--- config.mk ---
export PLATFORM = sky130hd
export DESIGN_NAME = ivt_top
export DESIGN_NICKNAME = d
export VERILOG_FILES = /design/src/logic/ivt_flag.v /design/src/logic/ivt_arb.v /design/src/logic/ivt_top.v
export VERILOG_INCLUDE_DIRS = /design/src /design/src/logic
export SDC_FILE = /design/constraint.sdc
export NUM_CORES = 1
export LEC_CHECK = 0
export BUFFER_PORTS_ARGS = -buffer_cell sky130_fd_sc_hd__buf_2
export CORE_UTILIZATION = 40
export DETAILED_ROUTE_END_ITERATION = 7
export PLACE_DENSITY_LB_ADDON = 0.12
export SETUP_SLACK_MARGIN = 0.2
export SYNTH_ARGS = -nofsm -noshare
export SYNTH_HDL_FRONTEND = slang
export SYNTH_HIERARCHICAL = 1
export SYNTH_SLANG_ARGS = --single-unit
--- constraint.sdc ---
create_clock -name clk -period 10.7 [get_ports clk]
set_input_delay 0 -clock clk [delete_from_list [all_inputs] [get_ports clk]]
set_output_delay 0 -clock clk [all_outputs]
set_load 0.01 [all_outputs]
--- src/logic/ivt_defines.vh ---
// Constants of the interrupt vector and trap unit: register offsets,
// field positions, reset values, trap numbers and trap ranks.
// Included by the top-level design file of the unit; definitions only.
`ifndef IVT_DEFINES_VH
`define IVT_DEFINES_VH

// Register offsets (word addresses on the plain register port)
`define IVT_A_REQ      8'h00
`define IVT_A_EN       8'h04
`define IVT_A_TFR      8'h08
`define IVT_A_STS      8'h09
`define IVT_A_MSK      8'h0a
`define IVT_A_CORE     8'h0b
`define IVT_A_PRIO     8'h40

// Source table: index i carries trap number base + i
`define IVT_NSRC       50
`define IVT_TN_BASE    7'h16

// Hardware trap inputs and their trap numbers
`define IVT_NTRAP      9
`define IVT_TN_NMI     7'h02
`define IVT_TN_STKOF   7'h04
`define IVT_TN_STKUF   7'h06
`define IVT_TN_CLSB    7'h0a
`define IVT_CLSB_MASK  9'h1f8

// Trap ranks; zero means no trap service running
`define IVT_RK_NONE    3'd0
`define IVT_RK_CLSB    3'd1
`define IVT_RK_STKUF   3'd2
`define IVT_RK_STKOF   3'd3
`define IVT_RK_NMI     3'd4

// Level shown for a trap service
`define IVT_LVL_TRAP   4'hf

// Status event bits
`define IVT_EV_FLAG    0
`define IVT_EV_TRAP    1
`define IVT_EV_INT     2
`define IVT_NEV        3

// Reset values
`define IVT_RST_EN     64'h0
`define IVT_RST_PRIO   4'h0
`define IVT_RST_MSK    3'h0

`endif

--- src/logic/ivt_flag.v ---
// Bank of sticky flags: a set pulse raises a flag, a clear pulse drops it.
// Assumes a reset already synchronised to clk.
`timescale 1ns/1ns
module ivt_flag #(
    parameter W = 8
) (
    input  wire         clk,
    input  wire         rst_n,
    input  wire [W-1:0] set,
    input  wire [W-1:0] clr,
    output wire [W-1:0] flag
);
    reg  [W-1:0] flag_r;
    wire [W-1:0] flag_nxt;

    // Set wins over a clear in the same cycle
    assign flag_nxt = (flag_r & ~clr) | set;
    assign flag     = flag_r;

    // Flag storage
    always @(posedge clk or negedge rst_n) begin
        if (!rst_n)
            flag_r <= {W{1'b0}};
        else
            flag_r <= flag_nxt;
    end
endmodule // ivt_flag

--- src/logic/ivt_arb.v ---
// Picks the pending source of highest priority level; on a tie the
// lowest index wins. Purely combinational.
// Assumes priority fields packed LW bits per source, source 0 lowest.
`timescale 1ns/1ns
module ivt_arb #(
    parameter N  = 50,
    parameter IW = 6,
    parameter LW = 4
) (
    input  wire [N-1:0]    pend,
    input  wire [N*LW-1:0] prio,
    output reg             any,
    output reg  [IW-1:0]   idx,
    output reg  [LW-1:0]   lvl
);
    integer i;

    // Scan all sources; only a strictly higher level replaces the best
    always @* begin
        any = 1'b0;
        idx = {IW{1'b0}};
        lvl = {LW{1'b0}};
        for (i = 0; i < N; i = i + 1) begin
            if (pend[i] && (!any || prio[i*LW +: LW] > lvl)) begin
                any = 1'b1;
                idx = i[IW-1:0];
                lvl = prio[i*LW +: LW];
            end
        end
    end
endmodule // ivt_arb

--- src/logic/ivt_top.v ---
// Interrupt vector and trap unit: request and enable flags, priority
// levels, trap flags and selection of the vector presented to the core.
// Assumes a core that acknowledges the presented vector with a pulse
// and signals the end of a trap service; register port on clk.
//
// Behaviour
// - Channels 6-15, timers 0/1 get own numbers
// - Channels 16-31 and shared sources mapped
// - Traps act immediately, no mask applies
// - Trap branches to its own vector; the six class B traps share trap number 0x0a
// - Each trap sets its own flag bit
// - Trap pre-empts unless equal or higher trap running
// - No interrupt during trap service
// - Sixteen levels; only strictly higher pre-empts
//
// The implementer's own choices: strobed register access and the address map.
`timescale 1ns/1ns
`include "ivt_defines.vh"
module ivt_top (
    input  wire                    clk,
    input  wire                    rst_n,
    input  wire [`IVT_NSRC-1:0]    src_evt,
    input  wire [`IVT_NTRAP-1:0]   hw_trap,
    input  wire [3:0]              cpu_level,
    input  wire                    vec_ack,
    input  wire                    trap_done,
    input  wire [7:0]              reg_addr,
    input  wire [15:0]             reg_wdata,
    input  wire                    reg_wr,
    input  wire                    reg_rd,
    output wire [15:0]             reg_rdata,
    output wire                    vec_req,
    output wire [8:0]              vec_addr,
    output wire [6:0]              vec_tnum,
    output wire [3:0]              vec_lvl,
    output wire                    vec_trap,
    output wire                    irq
);
    localparam NS = `IVT_NSRC;
    localparam NT = `IVT_NTRAP;

    reg                 rst_s1_r;
    reg                 rst_s2_r;
    wire                rst_i_n;
    reg  [63:0]         en_r;
    reg  [3:0]          prio_r [0:NS-1];
    reg  [`IVT_NEV-1:0] msk_r;
    reg  [2:0]          trap_lvl_r;
    reg                 vec_req_r;
    reg  [6:0]          vec_tnum_r;
    reg  [3:0]          vec_lvl_r;
    reg                 vec_trap_r;
    reg  [5:0]          vec_src_r;
    reg  [2:0]          vec_rank_r;
    reg  [NT-1:0]       vec_tclr_r;
    reg  [15:0]         rdata_r;
    reg  [15:0]         rdata_nxt;
    reg                 vec_req_nxt;
    reg  [6:0]          vec_tnum_nxt;
    reg  [3:0]          vec_lvl_nxt;
    reg                 vec_trap_nxt;
    reg  [2:0]          t_rank;
    reg  [6:0]          t_tnum;
    reg  [NT-1:0]       t_clr;
    wire [NS-1:0]       req_flags;
    wire [NT-1:0]       tfr_flags;
    wire [NT-1:0]       tpend;
    wire [`IVT_NEV-1:0] sts_flags;
    wire [NS*4-1:0]     prio_flat;
    wire                arb_any;
    wire [5:0]          arb_idx;
    wire [3:0]          arb_lvl;
    wire                t_ok;
    wire                int_ok;
    wire                wr_req;
    wire                wr_en;
    wire                wr_prio;
    wire [63:0]         req_sw_clr;
    wire [NS-1:0]       ack_clr;
    wire                ack_trap;
    wire                ack_int;
    wire [`IVT_NEV-1:0] ev_set;
    wire [5:0]          word_base;
    wire [63:0]         req_pad;
    wire [63:0]         en_pad;

    // Reset release through two flip-flops
    always @(posedge clk or negedge rst_n) begin
        if (!rst_n) begin
            rst_s1_r <= 1'b0;
            rst_s2_r <= 1'b0;
        end else begin
            rst_s1_r <= 1'b1;
            rst_s2_r <= rst_s1_r;
        end
    end
    assign rst_i_n = rst_s2_r;

    // Register write decode
    assign word_base = {reg_addr[1:0], 4'h0};
    assign wr_req  = reg_wr && (reg_addr[7:2] == `IVT_A_REQ >> 2);
    assign wr_en   = reg_wr && (reg_addr[7:2] == `IVT_A_EN >> 2);
    assign wr_prio = reg_wr && (reg_addr[7:6] == `IVT_A_PRIO >> 6)
                     && (reg_addr[5:0] < NS);
    assign req_sw_clr = wr_req ? ({48'h0, reg_wdata} << word_base) : 64'h0;

    // Acknowledge of the vector shown in the same cycle
    assign ack_trap = vec_ack && vec_req_r && vec_trap_r;
    assign ack_int  = vec_ack && vec_req_r && !vec_trap_r;
    assign ack_clr  = ack_int ? ({{(NS-1){1'b0}}, 1'b1} << vec_src_r)
                              : {NS{1'b0}};

    // Request flags: set by source events, cleared on service or by a one
    ivt_flag #(
        .W     (NS)
    ) u_req (
        .clk   (clk),
        .rst_n (rst_i_n),
        .set   (src_evt),
        .clr   (req_sw_clr[NS-1:0] | ack_clr),
        .flag  (req_flags)
    );

    // Trap flag register: one bit per trap, write one to clear
    ivt_flag #(
        .W     (NT)
    ) u_tfr (
        .clk   (clk),
        .rst_n (rst_i_n),
        .set   (hw_trap),
        .clr   ((reg_wr && reg_addr == `IVT_A_TFR) ? reg_wdata[NT-1:0]
                                                   : {NT{1'b0}}),
        .flag  (tfr_flags)
    );

    // Traps waiting to be taken by the core
    ivt_flag #(
        .W     (NT)
    ) u_tpend (
        .clk   (clk),
        .rst_n (rst_i_n),
        .set   (hw_trap),
        .clr   (ack_trap ? vec_tclr_r : {NT{1'b0}}), // Only the shown trap; all class B bits for class B
        .flag  (tpend)
    );

    // Event status, cleared by a read of the status register
    assign ev_set[`IVT_EV_FLAG] = |hw_trap;
    assign ev_set[`IVT_EV_TRAP] = ack_trap;
    assign ev_set[`IVT_EV_INT]  = ack_int;
    ivt_flag #(
        .W     (`IVT_NEV)
    ) u_sts (
        .clk   (clk),
        .rst_n (rst_i_n),
        .set   (ev_set),
        .clr   ({`IVT_NEV{reg_rd && reg_addr == `IVT_A_STS}}),
        .flag  (sts_flags)
    );
    assign irq = |(sts_flags & msk_r);

    // Software state: enables, priority levels, event mask
    integer k;
    always @(posedge clk or negedge rst_i_n) begin
        if (!rst_i_n) begin
            en_r  <= `IVT_RST_EN;
            msk_r <= `IVT_RST_MSK;
            for (k = 0; k < NS; k = k + 1)
                prio_r[k] <= `IVT_RST_PRIO;
        end else begin
            if (wr_en)
                en_r[word_base +: 16] <= reg_wdata;
            if (wr_prio)
                prio_r[reg_addr[5:0]] <= reg_wdata[3:0];
            if (reg_wr && reg_addr == `IVT_A_MSK)
                msk_r <= reg_wdata[`IVT_NEV-1:0];
        end
    end

    // Flatten priority fields for the arbiter
    genvar g;
    generate
        for (g = 0; g < NS; g = g + 1) begin : g_prio
            assign prio_flat[g*4 +: 4] = prio_r[g];
        end
    endgenerate

    // Highest pending enabled source
    ivt_arb #(
        .N    (NS),
        .IW   (6),
        .LW   (4)
    ) u_arb (
        .pend (req_flags & en_r[NS-1:0]),
        .prio (prio_flat),
        .any  (arb_any),
        .idx  (arb_idx),
        .lvl  (arb_lvl)
    );

    // Trap ranking: NMI, stack overflow, stack underflow, then class B
    always @* begin
        t_rank = `IVT_RK_NONE;
        t_tnum = 7'h00;
        t_clr  = {NT{1'b0}};
        if (tpend[0]) begin
            t_rank = `IVT_RK_NMI;
            t_tnum = `IVT_TN_NMI;
            t_clr  = 9'h001;
        end else if (tpend[1]) begin
            t_rank = `IVT_RK_STKOF;
            t_tnum = `IVT_TN_STKOF;
            t_clr  = 9'h002;
        end else if (tpend[2]) begin
            t_rank = `IVT_RK_STKUF;
            t_tnum = `IVT_TN_STKUF;
            t_clr  = 9'h004;
        end else if (|(tpend & `IVT_CLSB_MASK)) begin
            t_rank = `IVT_RK_CLSB;
            t_tnum = `IVT_TN_CLSB;
            t_clr  = `IVT_CLSB_MASK;
        end
    end

    // Trap needs no enable or level; waits only for a trap of equal or higher rank
    assign t_ok = (t_rank > trap_lvl_r);
    // Interrupts only outside traps and strictly above the core level
    assign int_ok = arb_any && (arb_lvl > cpu_level)
                    && (trap_lvl_r == `IVT_RK_NONE);

    // Choose what the core sees next; an acknowledge withdraws it
    always @* begin
        vec_req_nxt  = (t_ok || int_ok) && !vec_ack;
        vec_trap_nxt = 1'b0;
        vec_tnum_nxt = 7'h00;
        vec_lvl_nxt  = 4'h0;
        if (t_ok) begin
            vec_trap_nxt = 1'b1;
            vec_tnum_nxt = t_tnum;
            vec_lvl_nxt  = `IVT_LVL_TRAP;
        end else if (int_ok) begin
            vec_tnum_nxt = `IVT_TN_BASE + {1'b0, arb_idx};
            vec_lvl_nxt  = arb_lvl;
        end
    end

    // Presented vector and running trap rank
    always @(posedge clk or negedge rst_i_n) begin
        if (!rst_i_n) begin
            vec_req_r  <= 1'b0;
            vec_trap_r <= 1'b0;
            vec_tnum_r <= 7'h00;
            vec_lvl_r  <= 4'h0;
            vec_src_r  <= 6'h00;
            vec_rank_r <= `IVT_RK_NONE;
            vec_tclr_r <= {NT{1'b0}};
            trap_lvl_r <= `IVT_RK_NONE;
        end else begin
            vec_req_r  <= vec_req_nxt;
            vec_trap_r <= vec_trap_nxt;
            vec_tnum_r <= vec_tnum_nxt;
            vec_lvl_r  <= vec_lvl_nxt;
            vec_src_r  <= arb_idx;
            vec_rank_r <= t_rank;
            vec_tclr_r <= t_clr;
            if (ack_trap)
                trap_lvl_r <= vec_rank_r;
            else if (trap_done)
                trap_lvl_r <= `IVT_RK_NONE;
        end
    end

    assign vec_req  = vec_req_r;
    assign vec_trap = vec_trap_r;
    assign vec_tnum = vec_tnum_r;
    assign vec_lvl  = vec_lvl_r;
    assign vec_addr = {vec_tnum_r, 2'b00};

    // Read data, valid in the cycle after the read strobe
    always @* begin
        rdata_nxt = 16'h0000;
        if (reg_rd) begin
            if (reg_addr[7:2] == `IVT_A_REQ >> 2)
                rdata_nxt = req_pad[word_base +: 16];
            else if (reg_addr[7:2] == `IVT_A_EN >> 2)
                rdata_nxt = en_pad[word_base +: 16];
            else if (reg_addr == `IVT_A_TFR)
                rdata_nxt = {7'h00, tfr_flags};
            else if (reg_addr == `IVT_A_STS)
                rdata_nxt = {13'h0000, sts_flags};
            else if (reg_addr == `IVT_A_MSK)
                rdata_nxt = {13'h0000, msk_r};
            else if (reg_addr == `IVT_A_CORE)
                rdata_nxt = {vec_req_r, vec_trap_r, 3'h0, trap_lvl_r,
                             1'b0, vec_tnum_r};
            else if (wr_prio_rd(reg_addr))
                rdata_nxt = {12'h000, prio_r[reg_addr[5:0]]};
        end
    end

    // Flags and enables padded to four words; unused bits read as zero
    assign req_pad = {{(64-NS){1'b0}}, req_flags};
    assign en_pad  = {{(64-NS){1'b0}}, en_r[NS-1:0]};

    // Priority window holds one field per source
    function wr_prio_rd;
        input [7:0] a;
        begin
            wr_prio_rd = (a[7:6] == `IVT_A_PRIO >> 6) && (a[5:0] < NS);
        end
    endfunction

    // Read data register
    always @(posedge clk or negedge rst_i_n) begin
        if (!rst_i_n)
            rdata_r <= 16'h0000;
        else
            rdata_r <= rdata_nxt;
    end
    assign reg_rdata = rdata_r;
endmodule // ivt_top

### Yosys cells after proc, flatten, opt, wreduce, memory -nomap -nowiden

Index checks and enable logic that the tools add are counted.
Widths: inputs -> output; s select.

| word-level totals | value |
|---|---|
| word-level logic and storage cells | 509 |
| bits in registers | 390 |
| input bits | 93 |
| output and inout bits | 39 |

| operators by class | value |
|---|---|
| equality and inequality tests | 6 |
| order comparisons | 54 |
| shift operators | 6 |
| muxes and demuxes | 187 |
| reduce and logical (&&, ||, !) cells | 171 |
| bitwise logic cells | 16 |
| add/subtract/negate cells | 2 |

Operators with widths:

| cell | number |
|---|---|
| $mux 4 | 68 |
| $bwmux 200 | 1 |
| $gt 4x4->1 | 50 |
| $shiftx 64x7->16 | 2 |
| $mux 16 | 7 |
| $mux 6 | 18 |
| $and 50x50->50 | 2 |
| $mux 50 | 2 |
| $or 50x50->50 | 2 |
| $mux 5 | 16 |
| $bwmux 64 | 1 |
| $logic_and 1x1->1 | 64 |
| $shift 16x8->64 const A | 1 |
| $shiftx 16x8->64 | 1 |
| $mux 9 | 6 |
| $mux 1 | 53 |
| $logic_not 1->1 | 51 |
| $logic_or 1x1->1 | 50 |
| $not 50->50 | 1 |
| $shl 1x6->50 const A | 1 |
| $shl 16x6->50 | 1 |
| $eq 8x4->1 const B | 4 |
| $bmux 4 s6 | 1 |
| $demux 4 s6 | 1 |
| other kinds (24) | 38 |

### Logic depth before layout (Yosys ltp)

| logic depth | value |
|---|---|
| depth in word-level cells | 203 |
| depth in mapped cells | 466 |
| depth with buffers taken out | 452 |

### Cells and area by module

The synthesis kept the hierarchy.

By module, submodules not included:

| module | sequential area each (um2) | instances | cells an instance | area each (um2) |
|---|---|---|---|---|
| ivt_top | 7,482.2 | 1 | 1,444 | 15,680.0 |
| ivt_arb | 0.0 | 1 | 1,746 | 11,797.6 |
| ivt_flag (u_req) | 1,251.2 | 1 | 150 | 1,814.2 |
| ivt_flag (u_tfr ...) | 225.2 | 2 | 27 | 326.6 |
| ivt_flag (u_sts) | 75.1 | 1 | 9 | 108.9 |

### Worst setup path after synthesis

OpenSTA, ideal clock, no wires.

| timing | value |
|---|---|
| path kind | register -> register |
| start | register u_req.flag_r[0], in the netlist u_req/flag[0] |
| end | register vec_tnum_r[6], in the netlist vec_tnum[6] |
| period minus slack after synthesis | 74.781 ns |
| library setup time | 0.120 ns |
| stages on the path, launching flop included | 419 |
| data arrival time | 74.661 ns |
| required time | 10.580 ns |
| path buffers | 14 |
| setup slack | -64.081 ns |
| cells stage by stage | dfrtp_1 and2_1 buf_6 nand2_1 ha_1 nor2b_1 o21bai_1 a21oi_1 o21bai_1 inv_1 ha_1 nor2b_1 o211ai_1 a31oi_1 a311oi_1 nor2_1 inv_1 ha_1 [383 not listed] inv_1 o31ai_1 ha_1 nor2b_1 o21ai_0 nand2b_1 a21oi_1 a41oi_1 o21ai_1 nand2_1 o31a_1 ha_1 nor2b_1 o21a_1 o21a_1 o211ai_1 nor2_1 and3_1 |

| between the ends | value |
|---|---|
| longest elaborated chain between the ends | 203 |
| elaborated cells between the ends (all ways) | 352 |
| classes of those cells | add/sub: 1; order compare: 50; mux: 151; bitwise: 1; reduce/logical: 149 |

Ends and longest elaborated chain:

| item | line | RTL |
|---|---|---|
| start: declaration | ivt_flag.v:13 | `reg [W-1:0] flag_r;` |
| start signal: assignment | ivt_flag.v:23 | `flag_r <= {W{1'b0}};` |
| start signal: assignment | ivt_flag.v:25 | `flag_r <= flag_nxt;` |
| $and 50x50->50 (*) | ivt_top.v:194 | `.pend (req_flags & en_r[NS-1:0]),` |
| $mux 4 or $mux 1 (tied branches) | ivt_arb.v:24 | `if (pend[i] && (!any \|\| prio[i*LW +: LW] > lvl)) begin` |
| $gt 4x4->1 or $logic_not 1->1 (tied branches) | ivt_arb.v:24 |  |
| $logic_or 1x1->1 | ivt_arb.v:24 |  |
| $logic_and 1x1->1 | ivt_arb.v:24 |  |
| $mux 4 or $mux 1 (tied branches) | ivt_arb.v:24 |  |
| $gt 4x4->1 or $logic_not 1->1 (tied branches) | ivt_arb.v:24 |  |
| $logic_or 1x1->1 | ivt_arb.v:24 |  |
| [188 not listed] | n/a |  |
| $logic_and 1x1->1 | ivt_arb.v:24 |  |
| $mux 4 (*) | ivt_arb.v:24 |  |
| net arb_lvl[1] | ivt_top.v:72 | `wire [3:0] arb_lvl;` |
| $gt 4x4->1 (*) | ivt_top.v:228 | `assign int_ok = arb_any && (arb_lvl > cpu_level)` |
| $logic_and 1x1->1 (*) (2 in a row) | ivt_top.v:228 |  |
| $mux 7 (*) | ivt_top.v:241 | `end else if (int_ok) begin` |
| $mux 7 (*) | ivt_top.v:237 | `if (t_ok) begin` |
| net vec_tnum_nxt[6] | ivt_top.v:59 | `reg [6:0] vec_tnum_nxt;` |
| end signal: assignment | ivt_top.v:261 | `vec_tnum_r <= vec_tnum_nxt;` |
| end: declaration | ivt_top.v:50 | `reg [6:0] vec_tnum_r;` |

The timed path passes the listed nets; every way through them passes the cells marked *.
A chain may end at the register's enable or synchronous reset.

### Worst setup path in the final report

| timing | value |
|---|---|
| start | register u_req.flag_r[0], in the netlist u_req/flag[0] |
| end | register vec_req_r, in the netlist vec_req |

| between the ends | value |
|---|---|
| longest elaborated chain between the ends | 203 |
| elaborated cells between the ends (all ways) | 302 |
| classes of those cells | order compare: 50; mux: 100; bitwise: 1; reduce/logical: 151 |

Ends and longest elaborated chain:

| item | line | RTL |
|---|---|---|
| $and 50x50->50 (*) | ivt_top.v:194 |  |
| $mux 4 or $mux 1 (tied branches) | ivt_arb.v:24 |  |
| $gt 4x4->1 or $logic_not 1->1 (tied branches) | ivt_arb.v:24 |  |
| $logic_or 1x1->1 | ivt_arb.v:24 |  |
| $logic_and 1x1->1 | ivt_arb.v:24 |  |
| $mux 4 or $mux 1 (tied branches) | ivt_arb.v:24 |  |
| $gt 4x4->1 or $logic_not 1->1 (tied branches) | ivt_arb.v:24 |  |
| $logic_or 1x1->1 | ivt_arb.v:24 |  |
| [188 not listed] | n/a |  |
| $logic_and 1x1->1 | ivt_arb.v:24 |  |
| $mux 4 (*) | ivt_arb.v:24 |  |
| net arb_lvl[1] | ivt_top.v:72 |  |
| $gt 4x4->1 (*) | ivt_top.v:228 |  |
| $logic_and 1x1->1 (*) (2 in a row) | ivt_top.v:228 |  |
| $logic_or 1x1->1 (*) | ivt_top.v:233 | `vec_req_nxt = (t_ok \|\| int_ok) && !vec_ack;` |
| $logic_and 1x1->1 (*) | ivt_top.v:233 |  |
| net vec_req_nxt | ivt_top.v:58 | `reg vec_req_nxt;` |
| end signal: assignment | ivt_top.v:259 | `vec_req_r <= vec_req_nxt;` |
| end: declaration | ivt_top.v:49 | `reg vec_req_r;` |

Marks and branches as above.

==> out/results.tsv <==
metric	value	unit
outcome	complete, but fails checks	
failed_checks	setup timing	
seqPwrFrac	31.3	%
fin_ws	-61.52	ns
p_total	4.943	mW
r2r-start	u_req/flag[0]$_DFF_PN0_	
dp.cells	5397	
clock-sinks	370	
rsz0062_at_grt	true	
peakVddDrop	0.1345	mV
crit_path_start_kind	flop	
period_share	674.9	%
worstHoldStart	reg_wr	
synthToLayoutAreaGrowth	55.00	%
grt_pass1_wl	206.9	mm
drcViolationCount	0	
insertedDiodeCount	0	
fmax	13.85	MHz
row_count	100	
whs_endpoint	en_r[48]$_DFFE_PN0P_	
r2r-end	vec_req$_DFF_PN0_	
cap_violations	0	
fin_nets	5021	
grt_pass1_vias	34622	
netlist_top_cells_area	dfrtp_1 31%, mux2_2 9.3%, ha_1 7.0%, nand2_1 3.6%, inv_1 3.4%	
tns	-1099.88	ns
yosysMostFrequentCell	dfrtp_1	
setup_viol	18	
leakage	20.97	nW
multi_input_area	22390	um2
cp_max_fo	8	
async_flop_share	100.0	%
whs_path_depth	3	
drive_gt1_share	46.84	%
ant_nets	0	
r2r_cells	430	
cts.htree.levels	2	
sw_frac_of_total	33.83	%
hold_class	in2reg	
cp.required	11.21	ns
crit_top_cell	a21oi_2	
routed_via_density	5.898	
ys_seq_area_share	30.81	%
drt_iter0_drc	2741	
cp.arrival	72.72	ns
slew_violations	0	
seqCellArea	9264	um2
root_buffer	clkbuf_16	
cts-buffers-inserted	46	
syn_area	30050	um2
endpoint_kind	flop	
core	74450	um2
vias	34007	
grt_antenna_before_repair	4	
insertion_delay	0.62	ns
period_minus_slack	72.22	ns
power-per-cell-area	106.1	nW/um2
netlist-cell-type-count	138	
p_comb_share	34.6	%
synth-edff-count	0	
io_pins	132	
synth_area_leader_cell	dfrtp_1	
dieArea	76230	um2
tightestPinTransition	1.269	ns
io_buffers	129	
grt_max_degree	103	
cts_buffer_depth	3	
die_x	276.1	um
slowest_delay	0.46	ns
grt_usage	35.14	%
nFillCells	6193	
design_area	46580	um2
relSlewSlack	14.98	%
cts.reportedPaths.clkPinSlew	0.07	ns
p_switching	1.672	mW
dominantRegCellSynth	dfrtp_1	
fp.dieH	276.1	um
synthTopCellsByCount	370 x dfrtp_1, 285 x nand2_1, 272 x inv_1, 249 x mux2_2, 233 x nor2_1	
avgRoutedWirePerCell	24.26	um
yosys.area.top_type_share	30.81	%
initial_utilization	40.37	%
first_pass_iters	6	
r2r_slack	-61.52	ns
yosysWarnings	6	
fin_cells	5766	
clkPwrFrac	34.0	%
hold_viol	0	
cts_tree	built	
intPower	3.271	mW
postSynthCellCount	3403	
gp_congestion	1.016	
path_class	reg2reg	
placed_area	40360	um2
post-dp-hpwl	103.9	mm
ys_ff_latch	370	
postSynthAreaPerCell	8.832	um2
worst_path_max_delay_cell	or3_4	
fin_worst_skew	0.03617	ns
overflow	0	
wirelength	139.9	mm
per-layer routing:
| metal | wire (um) | global-route usage, % | part of all wire, % | vias up |
|---|---|---|---|---|
| met5 | 13 | 0 | 0.0093 | - |
| met4 | 7339 | 17.49 | 5.2 | 2 |
| met3 | 10220 | 6.262 | 7.3 | 332 |
| met2 | 63500 | 55.76 | 45 | 1444 |
| met1 | 58810 | 46.02 | 42 | 16867 |
| li1 | - | - | - | 15362 |
area by class of cell:
| cell class | count | share of cell area, % |
|---|---|---|
| Tap cell | 969 | 2.603 |
| Inverter | 274 | 2.224 |
| Multi-Input combinational cell | 2619 | 48.07 |
| Clock inverter | 28 | 0.6876 |
| Timing Repair Buffer | 1448 | 23.72 |
| Clock buffer | 58 | 2.807 |
| Sequential cell | 370 | 19.89 |
logic make-up after synthesis:
family          after synthesis  share of synthesized area (%)
simple gates               1049                          17.69
compound gates             1047                          25.56
buf+inv                     415                          5.504
flops                       370                          30.81
mux                         346                          13.22
fa+ha+maj                   171                          7.107
xor+xnor                      3                        0.08744
other cells                   2                        0.02499
registers in the layout (all words and copies together), names as in the netlist, 4 cells and up:
name,count
prio_flat,200
vec_lvl,4
en_r,50
vec_tclr_r,4
u_req/flag,50
u_tfr/flag,9
u_tpend/flag,9
reg_rdata,16
vec_src_r,6
vec_tnum,7
power groups by stage:
| stage | combinational (mW) | sequential, mW | clock, mW |
|---|---|---|---|
| floorplan | 0.768 | 1.56 | 0 |
| global placement | 1.34 | 1.57 | 0 |
| detailed placement | 1.38 | 1.57 | 0 |
| CTS | 1.48 | 1.54 | 1.70 |
| global route | 1.83 | 1.56 | 1.75 |
| finish | 1.71 | 1.55 | 1.68 |
cell usage in the layout, fill, tap and decap left out, types with 26 or more instances in the layout:
cell type         n
ha_4             65
nand2_1         257
o22ai_1          56
a31oi_1          26
o21ai_0          99
buf_6            35
nor2b_1          39
o31ai_1          51
o211ai_1         27
buf_2           127
buf_4          1159
and2_1           82
a21oi_2          65
dfrtp_1         368
nand3_1          79
mux2i_1          59
o21a_1           38
a21oi_1         103
nor2_1          205
nor3_1           53
inv_1           248
dlygate4sd3_1   122
o21ai_2          33
and3_1           29
ha_1             94
nand2b_1         29
mux2_2          238
a221oi_1         30
a21o_1          111
o21ai_1          26
clkbuf_16        47
through the flow:
stage / hold slack (ns) / util, % / worst slack, ns
after floorplan: -0.2956 / - / -58.70
after global placement: -0.2145 / 54.22 / -59.58
after detailed placement: -0.2144 / 54.22 / -62.48
after CTS: 0.001003 / 59.90 / -60.71
after global routing: 0.07731 / 62.57 / -64.90
final: 0.04937 / 62.57 / -61.52
worst max path at each step:
| stage | from | end | slack [ns] | cells after the start |
|---|---|---|---|---|
| 2_1_floorplan | en_r[0]$_DFFE_PN0P_ | vec_tnum[6]$_DFF_PN0_ | -58.70 | 420 |
| 3_3_place_gp | u_req/flag[0]$_DFF_PN0_ | vec_tnum[6]$_DFF_PN0_ | -59.58 | 412 |
| 3_5_place_dp | u_req/flag[0]$_DFF_PN0_ | vec_tnum[6]$_DFF_PN0_ | -62.48 | 416 |
| 4_1_cts | u_req/flag[0]$_DFF_PN0_ | vec_tnum[6]$_DFF_PN0_ | -60.71 | 423 |
| 5_1_grt | u_req/flag[0]$_DFF_PN0_ | vec_tnum[0]$_DFF_PN0_ | -64.90 | 429 |
| 6_report | u_req/flag[0]$_DFF_PN0_ | vec_req$_DFF_PN0_ | -61.52 | 430 |
timing repair:
| item | CTS | global route |
|---|---|---|
| endpoints found under the hold margin | 140 | 0 |
| pin swaps | 141 | 224 |
| buffers inserted | 93 | 67 |
| endpoints found under the setup margin | 18 | 18 |
| hold buffers | 122 | 0 |
| gates resized for setup | 128 | 313 |
worst max-delay path, delay by kind of cell, from the launching register on:
kind | cells | cell delay, ns
AND/OR/NAND/NOR | 117 | 16.15
multiplexers | 17 | 4.41
flip-flops | 1 | 0.43
AO/OA/AOI/OAI | 202 | 32.89
adder cells (fa/ha/maj) | 52 | 13.68
buffers and inverters | 42 | 4.40
Note: power is estimated with default switching activity, not from simulation.
